<file path="src/logic/urx_pkg.sv">
// Package for the oversampling serial receiver: register map, fields, states
package urx_pkg;

  // ==========================================================================
  // Register map (byte addresses)
  localparam logic [7:0] URX_OFF_CONTROL_ONE   = 8'h00;
  localparam logic [7:0] URX_OFF_CONTROL_TWO   = 8'h04;
  localparam logic [7:0] URX_OFF_CONTROL_THREE = 8'h08;
  localparam logic [7:0] URX_OFF_STATUS_ONE    = 8'h0C;
  localparam logic [7:0] URX_OFF_DATA_BUFFER   = 8'h10;
  localparam logic [7:0] URX_OFF_DIVISOR       = 8'h14;

  // ==========================================================================
  // Field positions
  // control_one
  localparam int URX_C1_LONG_CHAR   = 0;
  localparam int URX_C1_WAKE_ADDR   = 1;
  localparam int URX_C1_IDLE_ORIGIN = 2;
  localparam int URX_C1_PARITY_EN   = 3;
  localparam int URX_C1_PARITY_ODD  = 4;
  localparam int URX_C1_RX_EN       = 5;
  // control_two
  localparam int URX_C2_STANDBY     = 0;
  localparam int URX_C2_FULL_IE     = 1;
  localparam int URX_C2_QUIET_IE    = 2;
  // control_three
  localparam int URX_C3_OVERRUN_IE  = 0;
  localparam int URX_C3_NOISE_IE    = 1;
  localparam int URX_C3_FRAMING_IE  = 2;
  localparam int URX_C3_PARITY_IE   = 3;
  // status_one
  localparam int URX_S1_PARITY      = 0;
  localparam int URX_S1_FRAMING     = 1;
  localparam int URX_S1_NOISE       = 2;
  localparam int URX_S1_OVERRUN     = 3;
  localparam int URX_S1_QUIET       = 4;
  localparam int URX_S1_FULL        = 5;
  localparam int URX_S1_ACTIVE      = 6;

  // ==========================================================================
  // Reset values and timing
  localparam logic [5:0]  URX_CONTROL_ONE_RST = 6'h00;
  localparam logic [2:0]  URX_CONTROL_TWO_RST = 3'h0;
  localparam logic [3:0]  URX_CONTROL_THR_RST = 4'h0;
  localparam logic [15:0] URX_DIVISOR_RST     = 16'h0001;
  localparam int          URX_OVERSAMPLE      = 16;
  localparam logic [3:0]  URX_TICK_LAST       = 4'hF;

  // ==========================================================================
  // Types
  typedef enum logic [2:0] {
    URX_HUNT  = 3'b001,
    URX_START = 3'b010,
    URX_BITS  = 3'b100
  } urx_state_t;

  typedef struct packed {
    logic        psel;
    logic        penable;
    logic        pwrite;
    logic [7:0]  paddr;
    logic [31:0] pwdata;
  } urx_apb_req_t;

  typedef struct packed {
    logic        pready;
    logic        pslverr;
    logic [31:0] prdata;
  } urx_apb_rsp_t;

  typedef struct packed {
    logic rx_full_irq;
    logic quiet_irq;
    logic error_irq;
  } urx_irq_t;

endpackage : urx_pkg

</file>
<file path="src/logic/urx_receiver.sv">
// Oversampling serial receiver with start verification, wakeup and APB registers
module urx_receiver
  import urx_pkg::*;
(
  input  wire logic              sys_clk,
  input  wire logic              reset,
  input  wire urx_pkg::urx_apb_req_t apb_req,
  output      urx_pkg::urx_apb_rsp_t apb_rsp,
  input  wire logic              rx_line,
  output      urx_pkg::urx_irq_t irq
);
  import urx_pkg::*;

  // ==========================================================================

  typedef struct packed {
    logic [1:0]  sync;
    logic [15:0] div_cnt;
    logic [15:0] divisor;
    logic [5:0]  ctl1;
    logic [2:0]  ctl2;
    logic [3:0]  ctl3;
    logic        f_full, f_quiet, f_over, f_noise, f_frame, f_par;
    logic [8:0]  data_buf;
    logic        full_read;
    urx_state_t  state;
    logic [3:0]  tick;
    logic [2:0]  hist;
    logic [2:0]  vote;
    logic [3:0]  bit_idx;
    logic [9:0]  shift;
    logic        prev_bit;
    logic        c_noise;
    logic [3:0]  ones_cnt;
    logic        idle_armed;
    logic [31:0] prdata;
  } urx_regs_t;

  urx_regs_t r_reg, r_next;

  function automatic logic maj3(input logic [2:0] s);
    maj3 = (s[0] & s[1]) | (s[0] & s[2]) | (s[1] & s[2]);
  endfunction : maj3

  function automatic logic split3(input logic [2:0] s);
    split3 = (s != 3'b000) && (s != 3'b111);
  endfunction : split3

  logic        ost;
  logic        line;
  logic        long_char, par_en;
  logic [3:0]  last_idx;
  logic [3:0]  idle_len;
  logic        apb_wr, apb_rd;
  logic [31:0] rd_val;
  logic        bit_val;

  assign line      = r_reg.sync[1];
  assign long_char = r_reg.ctl1[URX_C1_LONG_CHAR];
  assign par_en    = r_reg.ctl1[URX_C1_PARITY_EN];
  // Index of stop bit: 1 start + 8 or 9 data
  assign last_idx  = long_char ? 4'hA : 4'h9;
  assign idle_len  = long_char ? 4'hB : 4'hA;
  assign ost       = (r_reg.div_cnt == 16'h0000);
  assign apb_wr    = apb_req.psel & apb_req.penable & apb_req.pwrite;
  assign apb_rd    = apb_req.psel & apb_req.penable & ~apb_req.pwrite;

  always_comb begin
    rd_val = 32'h0000_0000;
    case (apb_req.paddr)
      URX_OFF_CONTROL_ONE:   rd_val[5:0] = r_reg.ctl1;
      URX_OFF_CONTROL_TWO:   rd_val[2:0] = r_reg.ctl2;
      URX_OFF_CONTROL_THREE: rd_val[3:0] = r_reg.ctl3;
      URX_OFF_STATUS_ONE: begin
        rd_val[URX_S1_PARITY]  = r_reg.f_par;
        rd_val[URX_S1_FRAMING] = r_reg.f_frame;
        rd_val[URX_S1_NOISE]   = r_reg.f_noise;
        rd_val[URX_S1_OVERRUN] = r_reg.f_over;
        rd_val[URX_S1_QUIET]   = r_reg.f_quiet;
        rd_val[URX_S1_FULL]    = r_reg.f_full;
        rd_val[URX_S1_ACTIVE]  = (r_reg.state != URX_HUNT);
      end
      URX_OFF_DATA_BUFFER:   rd_val[8:0] = r_reg.data_buf;
      URX_OFF_DIVISOR:       rd_val[15:0] = r_reg.divisor;
      default:               rd_val = 32'h0000_0000;
    endcase
  end

  always_comb begin
    logic       ev_full, ev_quiet, ev_over, ev_noise, ev_frame, ev_par;
    logic       stop_ok, parity_bad, addr_mark, standby;
    logic [8:0] dat;
    ev_full  = 1'b0;
    ev_quiet = 1'b0;
    ev_over  = 1'b0;
    ev_noise = 1'b0;
    ev_frame = 1'b0;
    ev_par   = 1'b0;
    stop_ok  = 1'b0;
    parity_bad = 1'b0;
    addr_mark  = 1'b0;
    dat        = 9'h000;
    standby    = r_reg.ctl2[URX_C2_STANDBY];
    bit_val    = maj3(r_reg.vote);
    r_next = r_reg;
    r_next.sync   = {r_reg.sync[0], rx_line};
    r_next.prdata = rd_val;
    r_next.div_cnt = ost ? (r_reg.divisor - 16'h0001) : (r_reg.div_cnt - 16'h0001);

    // ========================================================================
    // Bit recovery, advanced once per oversample tick
    if (ost && r_reg.ctl1[URX_C1_RX_EN]) begin
      r_next.hist = {r_reg.hist[1:0], line};
      r_next.tick = r_reg.tick + 4'h1;
      if (r_reg.tick == 4'h7) r_next.vote[0] = line;
      if (r_reg.tick == 4'h8) r_next.vote[1] = line;
      if (r_reg.tick == 4'h9) r_next.vote[2] = line;
      case (r_reg.state)
        URX_HUNT: begin
          if (r_reg.hist == 3'b111 && !line) begin
            r_next.state   = URX_START;
            r_next.tick    = 4'h1;
            r_next.c_noise = 1'b0;
          end
        end
        URX_START: begin
          if (r_reg.tick == 4'h3) r_next.vote[0] = line;
          if (r_reg.tick == 4'h5) r_next.vote[1] = line;
          if (r_reg.tick == 4'h7) begin
            // Ticks 3,5,7 vote; samples at ticks 7-9 only flag noise, checked at tick 10
            if (maj3({line, r_reg.vote[1:0]})) begin
              r_next.state = URX_HUNT;
              r_next.tick  = 4'h0;
              r_next.hist  = 3'b000;
            end else if (split3({line, r_reg.vote[1:0]})) begin
              r_next.c_noise = 1'b1;
            end
          end
          if (r_reg.tick == 4'hA && r_reg.vote != 3'b000)
            r_next.c_noise = 1'b1;
          if (r_reg.tick == URX_TICK_LAST) begin
            r_next.state    = URX_BITS;
            r_next.tick     = 4'h0;
            r_next.bit_idx  = 4'h1;
            r_next.prev_bit = 1'b0;
          end
        end
        URX_BITS: begin
          // Falling edge after a bit that voted 1 realigns the count
          if (r_reg.prev_bit && r_reg.hist[0] && !line && r_reg.tick > 4'hA
              && r_reg.bit_idx != last_idx) begin
            // Index already advanced at the vote; only the count realigns
            r_next.tick = 4'h1;
          end
          if (r_reg.tick == 4'hA) begin
            if (split3(r_reg.vote)) r_next.c_noise = 1'b1;
            r_next.prev_bit = bit_val;
            r_next.shift = {bit_val, r_reg.shift[9:1]};
            if (r_reg.bit_idx == last_idx) begin
              r_next.state = URX_HUNT;
              r_next.tick  = 4'h0;
              r_next.hist  = {2'b00, bit_val};
              stop_ok = bit_val;
              dat = long_char ? r_reg.shift[9:1] : {r_reg.shift[9], r_reg.shift[9:2]};
              parity_bad = par_en && ((^dat[7:0] ^ (long_char & dat[8])) != r_reg.ctl1[URX_C1_PARITY_ODD]);
              addr_mark = long_char ? dat[8] : dat[7];
              // Standby drops all but the waking address mark
              if (!standby || (r_reg.ctl1[URX_C1_WAKE_ADDR] && addr_mark)) begin
                if (standby) r_next.ctl2[URX_C2_STANDBY] = 1'b0;
                if (r_reg.f_full && !r_reg.full_read) begin
                  ev_over = 1'b1;
                end else begin
                  r_next.data_buf = dat;
                  ev_full  = 1'b1;
                  ev_frame = !stop_ok;
                  ev_noise = r_reg.c_noise | split3(r_reg.vote);
                  ev_par   = parity_bad;
                end
              end
            end else begin
              r_next.bit_idx = r_reg.bit_idx + 4'h1;
            end
          end else if (r_reg.tick == URX_TICK_LAST) begin
            r_next.tick = 4'h0;
          end
        end
        default: r_next.state = URX_HUNT;
      endcase

      // ======================================================================
      // Idle detection: ones counted from start or stop bit
      if (line && (r_reg.state == URX_HUNT || !r_reg.ctl1[URX_C1_IDLE_ORIGIN])) begin
        if (r_reg.tick == 4'h0 || r_reg.state == URX_HUNT) begin
          if (r_reg.ones_cnt != 4'hF) r_next.ones_cnt = r_reg.ones_cnt + 4'h1;
        end
      end else if (!line) begin
        r_next.ones_cnt   = 4'h0;
        r_next.idle_armed = 1'b1;
      end
      // Counting is per bit time: one count per 16 ticks
      if (r_reg.state == URX_HUNT && r_reg.tick != 4'h0) r_next.ones_cnt = r_reg.ones_cnt;
      if (r_reg.state == URX_HUNT) r_next.tick = (r_next.state == URX_HUNT) ? r_reg.tick + 4'h1 : r_next.tick;
      if (r_reg.ones_cnt >= idle_len && (r_reg.idle_armed || standby)) begin
        r_next.idle_armed = 1'b0;
        if (standby) begin
          if (!r_reg.ctl1[URX_C1_WAKE_ADDR])
            r_next.ctl2[URX_C2_STANDBY] = 1'b0;
        end else begin
          ev_quiet = 1'b1;
        end
      end
    end

    // ========================================================================
    // APB writes; flags clear by status read with full set, then buffer read
    if (apb_rd && apb_req.paddr == URX_OFF_STATUS_ONE && r_reg.f_full)
      r_next.full_read = 1'b1;
    if (apb_wr) begin
      case (apb_req.paddr)
        URX_OFF_CONTROL_ONE:   r_next.ctl1 = apb_req.pwdata[5:0];
        URX_OFF_CONTROL_TWO:   r_next.ctl2 = apb_req.pwdata[2:0];
        URX_OFF_CONTROL_THREE: r_next.ctl3 = apb_req.pwdata[3:0];
        URX_OFF_DIVISOR:       r_next.divisor = (apb_req.pwdata[15:0] == 16'h0000) ? 16'h0001
                                                : apb_req.pwdata[15:0];
        default: ;
      endcase
    end
    if (apb_rd && apb_req.paddr == URX_OFF_DATA_BUFFER && r_reg.full_read) begin
      r_next.f_full    = 1'b0;
      r_next.f_over    = 1'b0;
      r_next.f_noise   = 1'b0;
      r_next.f_frame   = 1'b0;
      r_next.f_par     = 1'b0;
      r_next.f_quiet   = 1'b0;
      r_next.full_read = 1'b0;
    end
    // Set wins over a same-cycle clear
    if (ev_full) r_next.f_full = 1'b1;
    if (ev_quiet) r_next.f_quiet = 1'b1;
    if (ev_over) r_next.f_over = 1'b1;
    if (ev_noise) r_next.f_noise = 1'b1;
    if (ev_frame) r_next.f_frame = 1'b1;
    if (ev_par) r_next.f_par = 1'b1;
    if (ev_full) r_next.full_read = 1'b0;
  end

  always_ff @(posedge sys_clk) begin
    if (reset) begin
      r_reg <= '0;
      r_reg.sync     <= 2'b11;
      r_reg.divisor  <= URX_DIVISOR_RST;
      r_reg.ctl1     <= URX_CONTROL_ONE_RST;
      r_reg.ctl2     <= URX_CONTROL_TWO_RST;
      r_reg.ctl3     <= URX_CONTROL_THR_RST;
      r_reg.state    <= URX_HUNT;
    end else begin
      r_reg <= r_next;
    end
  end

  // ==========================================================================
  // Outputs
  assign apb_rsp.pready  = 1'b1;
  assign apb_rsp.pslverr = 1'b0;
  assign apb_rsp.prdata  = rd_val;

  logic awake;
  assign awake = ~r_reg.ctl2[URX_C2_STANDBY];
  assign irq.rx_full_irq = awake & r_reg.f_full & r_reg.ctl2[URX_C2_FULL_IE];
  assign irq.quiet_irq   = awake & r_reg.f_quiet & r_reg.ctl2[URX_C2_QUIET_IE];
  assign irq.error_irq   = awake & ((r_reg.f_over  & r_reg.ctl3[URX_C3_OVERRUN_IE])
                                  | (r_reg.f_noise & r_reg.ctl3[URX_C3_NOISE_IE])
                                  | (r_reg.f_frame & r_reg.ctl3[URX_C3_FRAMING_IE])
                                  | (r_reg.f_par   & r_reg.ctl3[URX_C3_PARITY_IE]));

endmodule : urx_receiver
</file>
<file path="config.mk">
export PLATFORM = sky130hd
export DESIGN_NAME = urx_receiver
export DESIGN_NICKNAME = d
export VERILOG_FILES = /design/src/logic/urx_pkg.sv /design/src/logic/urx_receiver.sv
export SDC_FILE = /design/constraint.sdc
export NUM_CORES = 1
export LEC_CHECK = 0
export ABC_CLOCK_PERIOD_IN_PS = 2450
export BUFFER_PORTS_ARGS = -buffer_cell sky130_fd_sc_hd__buf_2
export CORE_UTILIZATION = 50
export CTS_BUF_LIST = sky130_fd_sc_hd__clkbuf_2
export DETAILED_ROUTE_END_ITERATION = 8
export GPL_TIMING_DRIVEN = 0
export MAX_ROUTING_LAYER = met4
export PLACE_DENSITY = 0.85
export SYNTH_ARGS = -nofsm -noshare
export SYNTH_HDL_FRONTEND = slang
export SYNTH_SLANG_ARGS = --single-unit
export TNS_END_PERCENT = 5
</file>
<file path="constraint.sdc">
create_clock -name sys_clk -period 2.45 [get_ports sys_clk]
set_input_delay 0.245 -clock sys_clk [delete_from_list [all_inputs] [get_ports sys_clk]]
set_output_delay 0.245 -clock sys_clk [all_outputs]
set_load 0.02 [all_outputs]
</file>
# == After elaboration in Yosys (flattened, before gate mapping) ==
# Cells that the tools add are included.
# word_totals
ff_bits,97
out_inout_bits,37
wordCells,261
# classes
addsub,5
n_lt_le_gt_ge,2
n_eq_ne,37
muxes,103
bitwise,31
n_reduce_logical,57
# ops
cell,count
$mux W1,63
$mux W16,3
$mux W4,11
$logic_not A16 Y1,2
$sub A16 B1 Y16 const B,2
$mux W10,3
$mux W7,3
$logic_and A1 B1 Y1,19
$and A1 B1 Y1,18
$pmux W3 S6,1
$eq A4 B4 Y1 const B,4
$eq A8 B4 Y1 const B,2
$eq A8 B5 Y1 const B,2
$ne A3 B3 Y1 const B,5
$reduce_bool A2 Y1,7
$add A4 B1 Y4 const B,3
$pmux W4 S3,1
$mux W5,2
$ne A2 B1 Y1 const B,5
$ne A2 B2 Y1 const B,5
$reduce_and A2 Y1,5
$reduce_and A5 Y1,2
$mux W3,3
$pmux W3 S3,1
other kinds (38),63

# == Logic depth before layout (Yosys ltp) ==
# Gate-level depths: netlist of the first run.
# depth
word_depth,14
depth_mapped,11
mapped_depth_nobuf,10

# == Least setup slack after synthesis of the first run ==
# Ideal clock, no wire load.
# synth_path
path_kind,flip-flop to flip-flop
from,reg r_reg[116] (netlist bit)
to,reg r_reg[119] (netlist bit)
setup_ns,0.116
arrival_ns,2.509
path_slack_ns,-0.176
stages_incl_launch_ff,12
n_path_buf,1
cell_sequence,dfxtp_1 -> or2_1 -> nand2b_1 -> buf_4 -> nor2_1 -> a21oi_1 -> ha_1 -> or3b_2 -> nor2_1 -> o311a_1 -> a211oi_1 -> a31o_2
# synth_between
elab_chain_len,2
# synth_rtl
element,line_no,rtl
start: declaration,urx_receiver.sv:39,"urx_regs_t r_reg, r_next;"
start signal: assignment,urx_receiver.sv:257,r_reg <= r_next;
$sub A16 B1 Y16 / $logic_not A16 Y1 (equally long branches),"urx_receiver.sv:108, urx_receiver.sv:64",
$mux W16 *,urx_receiver.sv:108,r_next.div_cnt = ost ? (r_reg.divisor - 16'h0001) : (r_reg.div_cnt - 16'h0001);
# Every way passes the cells marked *; elsewhere a longest branch is shown, timed or not.
# A chain may end at the register's enable or synchronous reset.

# == Final worst setup path of the first run ==
# layout_path
from,reg r_reg[121] (netlist bit)
to,reg r_reg[72] (netlist bit)
# layout_between
elab_chain_len,3
# layout_rtl
element,line_no,rtl
$logic_not A16 Y1,urx_receiver.sv:64,assign ost = (r_reg.div_cnt == 16'h0000);
$logic_and A1 B1 Y1,urx_receiver.sv:112,if (ost && r_reg.ctl1[URX_C1_RX_EN]) begin
$reduce_and A6 Y1 (no source line),--,
# No other way between the ends.

==> key figures, run 1 <==
Finish
  • Area delta synth->final: 18.1%
  • Max reg flops: 92
  • # diodes: 0
  • NumNets Final: 826
  • Fraction of layout cells with a size suffix above 1: 0.228

Clocking
  • CTS Buf Count: 9
  • CTS root buffer: clkbuf_2
  • TritonCTS clock tree: done
  • H-tree levels: 3
  • Reg clk slew, reported paths: 0.29 ns
  • CTS Buffer Depth: 2
  • Worst skew pair latency: 0.59 ns
  • CTS Sinks: 96

Timing
  • Setup TNS: -0.0208 ns
  • Clk_skew: 0.0523 ns
  • Finish-stage setup viols: 2
  • Fin crit share: 1.00
  • Fin. Hold Viols: 0
  • Pins Over Slew Limit: 0
  • Slew HR: 0.278
  • Final WS setup: -0.0122 ns
  • Slew @ Worst Pin: 1.08 ns
  • Hold slack final: 0.0942 ns
  • RSZ-0062 raised after global routing: true
  • Fmax: 406 MHz
  • Post-layout min period: 2.46 ns

Critical path
  • Worst path slowest cell: dfxtp_2
  • Setup CP Type: flop to flop
  • CP Capture Type: flop
  • Worst path cell trace: nor4_4, and3_1, clkbuf_1, clkbuf_4, nand4_1, o21ai_0, a21oi_1
  • CP Data Arrival Time: 2.92 ns
  • CP Max Fanout: 10
  • Crit path required time: 2.90 ns
  • CP Launch Type: flop
  • Buffers plus inverters on the worst setup path: 2
  • Crit path max-delay family: simple AND/OR/NAND/NOR gates
  • Max stage delay on crit path: 0.41 ns

Routing
  • Vias: 5630
  • Post-route DRC: 0
  • 1st-iter DRT viols: 575
  • DR vias/cell: 6.14
  • 1st-pass router iterations: 5
  • DRT antenna net count: 0
  • Final WL: 16300 um
  • Routed len/inst: 17.8 um

Placed design
  • Detail Placement HPWL: 11300 um
  • Worst Setup Slack post-DPL: -0.223 ns
  • Buffers on Ports: 48
  • RD Place Congestion: 0.979

Synthesis
  • Mapped cell area: 5590 um^2
  • Sequential-to-total area share from yosys stat: 0.344
  • Ys async rst share: 0
  • Synth warnings: 0
  • Mapped Cells: 668
  • Synthesized area per cell: 8.37 um^2
  • Post-synth EDFFs: 0
  • Main synth FF type: dfxtp_1
  • Synth unique cells: 70
  • Synthesized flop and latch total: 96

Floorplanning
  • IO Pins: 83
  • Initial Utilization: 0.514
  • Die H: 108 um
  • Core area: 10900 um^2
  • Die W: 108 um
  • Die area: 11600 um^2
  • Placement Rows: 38

Pwr
  • Static Leak: 2.67 nW
  • Peak supply drop: 0.000572 V
  • P per Cell Area: 728 nW/um^2
  • Pwr Total: 4.81 mW

Status
  • Outcome: finished, violations left
  • Violated checks: setup timing

Global routing
  • Vias in the first global route: 4961
  • Largest net degree at the start of global routing: 17
  • GRT Residual Overflow: 0
  • First-pass GRT wire length: 25300 um
  • GRT Total Usage: 0.287
  • Initial antenna violation count: 0

Hold path
  • Worst Hold Class: input port to flop

Run
  • Max_cap viols: 0
## cell type report
type / instances / area, um^2
well taps: 140 / 175
repair buffers: 78 / 514
fillers: 906 / 4290
inverters: 13 / 48.8
clock inverters: 7 / 70.1
multi-input cells: 500 / 3340
clock buffers: 9 / 45.0
flip-flops and latches: 96 / 1950
plain buffers: 74 / 454
## layer usage
layer	wire length, um	vias up	global-route usage
li1	-	2638	-
met1	6680	2591	0.369
met2	7550	357	0.440
met3	1580	44	0.0448
met4	493	0	0.137
met5	0	-	-
## cells in the mapped netlist, drive strengths merged, types with 5 or more instances
library cell  count  area [um^2]
nor2b            11         68.8
o31ai            11         82.6
a211oi           10         75.1
and3              7         43.8
a21o              6         45.0
a311oi            5         43.8
nand4            11         75.1
a21oi            47          235
a22oi            23          173
clkbuf           30          113
inv              13         48.8
nor2             65          260
xnor2             7         61.3
nor3             16         91.3
dfxtp            96         1920
xor2              8         70.1
or3               7         43.8
a2111oi           5         62.6
nand3            28          140
mux2              5         56.3
ha                8          100
buf              45          313
a31oi            16          100
nand2            32          120
and2             17          106
o21ai            22          110
or2               7         43.8
mux2i            27          270
nand2b            5         31.3
and3b             5         43.8
nor4             13          118
or4               5         37.5
## through the flow
step | utilization | instance area [um^2] | cells
global placement | 0.560 | 6090 | 872
floorplan | - | 5680 | 684
CTS | 0.593 | 6460 | 908
global route | 0.606 | 6600 | 917
detailed placement | 0.560 | 6090 | 872
finish | 0.606 | 6600 | 917
## final timing paths
| kind | slack [ns] | cells past startpoint | endpoint | startpoint |
|---|---|---|---|---|
| worst max-delay path | -0.01 | 7 | r_reg[72]$_SDFFE_PP0P_ | r_reg[121]$_SDFF_PP0_ |
| worst min-delay path | 0.09 | 3 | r_reg[95]$_SDFFE_PP1P_ | reset |
| worst max register to register | -0.01 | 7 | r_reg[72]$_SDFFE_PP0P_ | r_reg[121]$_SDFF_PP0_ |
| worst min register to register | 0.41 | 1 | line$_SDFF_PP1_ | r_next[128]$_SDFF_PP1_ |
## kinds of logic (layout without fill, tap and decap cells)
family | after synthesis | count (layout) | share of synthesized area
other | 2 | 18 | 0.00134
multiplexers | 32 | 32 | 0.0584
adder cells (fa/ha/maj) | 10 | 10 | 0.0215
AND/OR/NAND/NOR | 244 | 244 | 0.242
XOR/XNOR | 16 | 16 | 0.0275
flip-flops | 96 | 96 | 0.344
buffers and inverters | 88 | 181 | 0.0848
AO/OA/AOI/OAI | 180 | 180 | 0.221
## tightest hold or removal path, delay by kind of cell
family	cells	cell delay, ns
compound gates	1	0.13
buf+inv	2	0.28
## power by group
part           switching (mW)  internal (mW)  total [mW]
clock network           0.564          0.238       0.802
registers               0.137           1.71        1.85
logic                    1.26          0.899        2.16
total                    1.96           2.85        4.81
## cell usage in the layout, fill, tap and decap left out, types with 6 or more instances in the layout
cell type	synthesis	routed
dfxtp_1	96	81
nor2_1	64	62
buf_2	7	51
buf_4	36	47
a21oi_1	47	44
nand2_1	32	31
mux2i_1	27	27
nand3_1	28	26
clkbuf_1	30	25
a22oi_1	23	23
o21ai_0	22	22
conb_1	2	18
and2_1	17	17
dlygate4sd3_1	0	17
a31oi_1	16	16
nor3_1	15	15
clkbuf_2	0	13
inv_1	13	13
nor2b_1	11	11
o31ai_1	11	11
dfxtp_2	0	11
a211oi_1	10	10
nand4_1	10	10
nor4_1	10	9
xor2_1	8	8
and3_1	7	7
or3_1	7	7
xnor2_1	7	7
ha_1	8	7
a21o_1	6	6
## what timing repair did
item,4_1_cts,5_1_grt
pin swaps,4,6
gates cloned,0,0
setup buffers,3,10
setup endpoints to repair,8,52
gates resized for setup,24,29
endpoints found under the hold margin,23,0
hold buffers,17,0
(Power assumes the default switching activity.)
==> run 2, diff against run 1 <==
--- a/config.mk
+++ b/config.mk
@@ -7,12 +7,14 @@
 export LEC_CHECK = 0
 export ABC_CLOCK_PERIOD_IN_PS = 2450
 export BUFFER_PORTS_ARGS = -buffer_cell sky130_fd_sc_hd__buf_2
-export CORE_UTILIZATION = 50
+export CELL_PAD_IN_SITES_DETAIL_PLACEMENT = 1
+export CELL_PAD_IN_SITES_GLOBAL_PLACEMENT = 1
+export CORE_UTILIZATION = 40
 export CTS_BUF_LIST = sky130_fd_sc_hd__clkbuf_2
 export DETAILED_ROUTE_END_ITERATION = 8
 export GPL_TIMING_DRIVEN = 0
 export MAX_ROUTING_LAYER = met4
-export PLACE_DENSITY = 0.85
+export PLACE_DENSITY = 0.89
 export SYNTH_ARGS = -nofsm -noshare
 export SYNTH_HDL_FRONTEND = slang
 export SYNTH_SLANG_ARGS = --single-unit
==> constraint.sdc (replaced) <==
create_clock -name sys_clk -period 2.45 [get_ports sys_clk]
set_input_delay 0.245 -clock sys_clk [delete_from_list [all_inputs] [get_ports sys_clk]]
set_output_delay 0.245 -clock sys_clk [all_outputs]
set_load 0.05 [all_outputs]
==> key figures, run 2 (same netlist as run 1, synthesis figures left out) <==
Timing
  • Hold slack final: 0.142 ns
  • Final WS setup: -0.0547 ns
  • Clk_skew: 0.0323 ns
  • Fin. Hold Viols: 0
  • RSZ-0062 raised after global routing: true
  • Slew HR: 0.423
  • Pins Over Slew Limit: 0
  • Fin crit share: 1.02
  • Post-layout min period: 2.50 ns
  • Setup TNS: -0.0620 ns
  • Slew @ Worst Pin: 0.865 ns
  • Fmax: 399 MHz
  • Finish-stage setup viols: 2

Clocking
  • H-tree levels: 3
  • TritonCTS clock tree: done
  • CTS Buffer Depth: 2
  • CTS Buf Count: 9
  • CTS Sinks: 96
  • Worst skew pair latency: 0.66 ns
  • Reg clk slew, reported paths: 0.29 ns
  • CTS root buffer: clkbuf_2

Placed design
  • Placed cell count: 908
  • Buffers on Ports: 48
  • Detail Placement HPWL: 14100 um
  • RD Place Congestion: 0.898
  • Placed Instance Area: 6140 um^2

Routing
  • 1st-iter DRT viols: 517
  • DRT antenna net count: 0
  • Metal-1 WL: 8230 um
  • Vias: 5942
  • 1st-pass router iterations: 6
  • Routed wl met2: 10400 um
  • Highest metal used: met4
  • DR vias/cell: 6.27
  • Routed len/inst: 22.2 um
  • Met3 wire length: 1440 um
  • Post-route DRC: 0
  • Final WL: 21100 um

Hold path
  • Worst Hold Class: input port to flop

Finish
  • NumNets Final: 820
  • Most frequent cells in the layout: 83 x dfxtp_1, 62 x nor2_1, 52 x buf_2, 45 x a21oi_1, 44 x buf_4
  • Final instance area: 6660 um^2
  • Seq. cell area: 1940 um^2
  • Finished Layout Cells: 948
  • Fraction of layout cells with a size suffix above 1: 0.224
  • Area of the multi-input gates: 3370 um^2
  • FILL cells: 1673
  • Area delta synth->final: 19.1%
  • Most common cell after layout, fill and taps aside: dfxtp_1
  • Max reg flops: 92

Global routing
  • GRT Total Usage: 0.304
  • Vias in the first global route: 6234
  • GRT Residual Overflow: 0
  • First-pass GRT wire length: 33100 um
  • Initial antenna violation count: 1
  • Largest net degree at the start of global routing: 16

Floorplanning
  • Core area: 13500 um^2
  • Placement Rows: 42
  • IO Pins: 83
  • Die area: 14500 um^2
  • Initial Utilization: 0.416
  • Die W: 120 um
  • Die H: 120 um

Pwr
  • Peak supply drop: 0.000415 V
  • Pwr Total: 4.96 mW
  • P per Cell Area: 745 nW/um^2
  • Static Leak: 2.66 nW

Status
  • Outcome: finished, violations left
  • Violated checks: setup timing

Critical path
  • Worst path cell trace: or3b_4, a222oi_1, inv_1, buf_8
  • Crit path max-delay family: flip-flops
  • Setup CP Type: flop to primary output
  • CP Capture Type: primary output
  • Worst path slowest cell: dfxtp_1
  • Buffers plus inverters on the worst setup path: 2
  • CP Data Arrival Time: 2.26 ns
  • Crit path required time: 2.20 ns
  • Max stage delay on crit path: 0.46 ns
  • CP Launch Type: flop
  • CP Max Fanout: 9

Run
  • Max_cap viols: 0
## run 2: changes by cell type in the layout (fill, tap and decap cells not counted), sizes merged
cell / delta
buf: -3
bufinv: +1
clkbuf: -4
clkinvlp: +1
diode: +1
dlygate4sd3: +1
inv: -2
## run 2: what timing repair did
action,4_1_cts,5_1_grt
resized for setup,35,23
pin swaps,5,5
endpoints found under the hold margin,31,0
endpoints found under the setup margin,25,48
hold buffers,18,0
buffers inserted,8,1
## run 2: area by class of cell
type	count	share of cell area
multi-input cells	500	0.506
flip-flops and latches	96	0.292
repair buffers	75	0.0748
plain buffers	71	0.0674
well taps	176	0.0331
clock inverters	7	0.0130
inverters	13	0.00733
clock buffers	9	0.00676
diodes	1	0.000376
## run 2: power by group
part / total [mW] / switching [mW] / internal [mW] / leakage, nW
clock: 0.922 / 0.596 / 0.326 / 0.0707
sequential: 1.86 / 0.154 / 1.70 / 0.781
combinational: 2.18 / 1.36 / 0.818 / 1.81
total: 4.96 / 2.11 / 2.85 / 2.66
## run 2: final timing paths
check	startpoint	slack [ns]	cells past startpoint	end
setup / recovery	r_reg[64]$_SDFFE_PP0P_	-0.05	4	apb_rsp[6]
hold / removal	apb_req[40]	0.14	4	r_reg[66]$_SDFFE_PP0P_
setup reg to reg	r_reg[115]$_SDFF_PP0_	-0.01	11	r_reg[119]$_SDFF_PP0_
hold reg to reg	r_next[128]$_SDFF_PP1_	0.46	1	line$_SDFF_PP1_
## run 2: per-stage QoR
step | setup WS (ns) | util
detailed placement | -0.355 | 0.456
floorplan | 0.0346 | -
global placement | -0.238 | 0.456
finish | -0.0547 | 0.495
CTS | -0.0275 | 0.491
global route | -0.0946 | 0.495
## run 2: routing by layer
layer	vias up	track usage
li1	2615	-
met1	2914	0.340
met2	308	0.508
met3	105	0.0542
met4	0	0.181
met5	-	-
## run 2: tightest hold or removal path: stages
cell and delay [ns]:
buf_2 0.09, nor2_1 0.05, a31o_2 0.23, and3_1 0.16
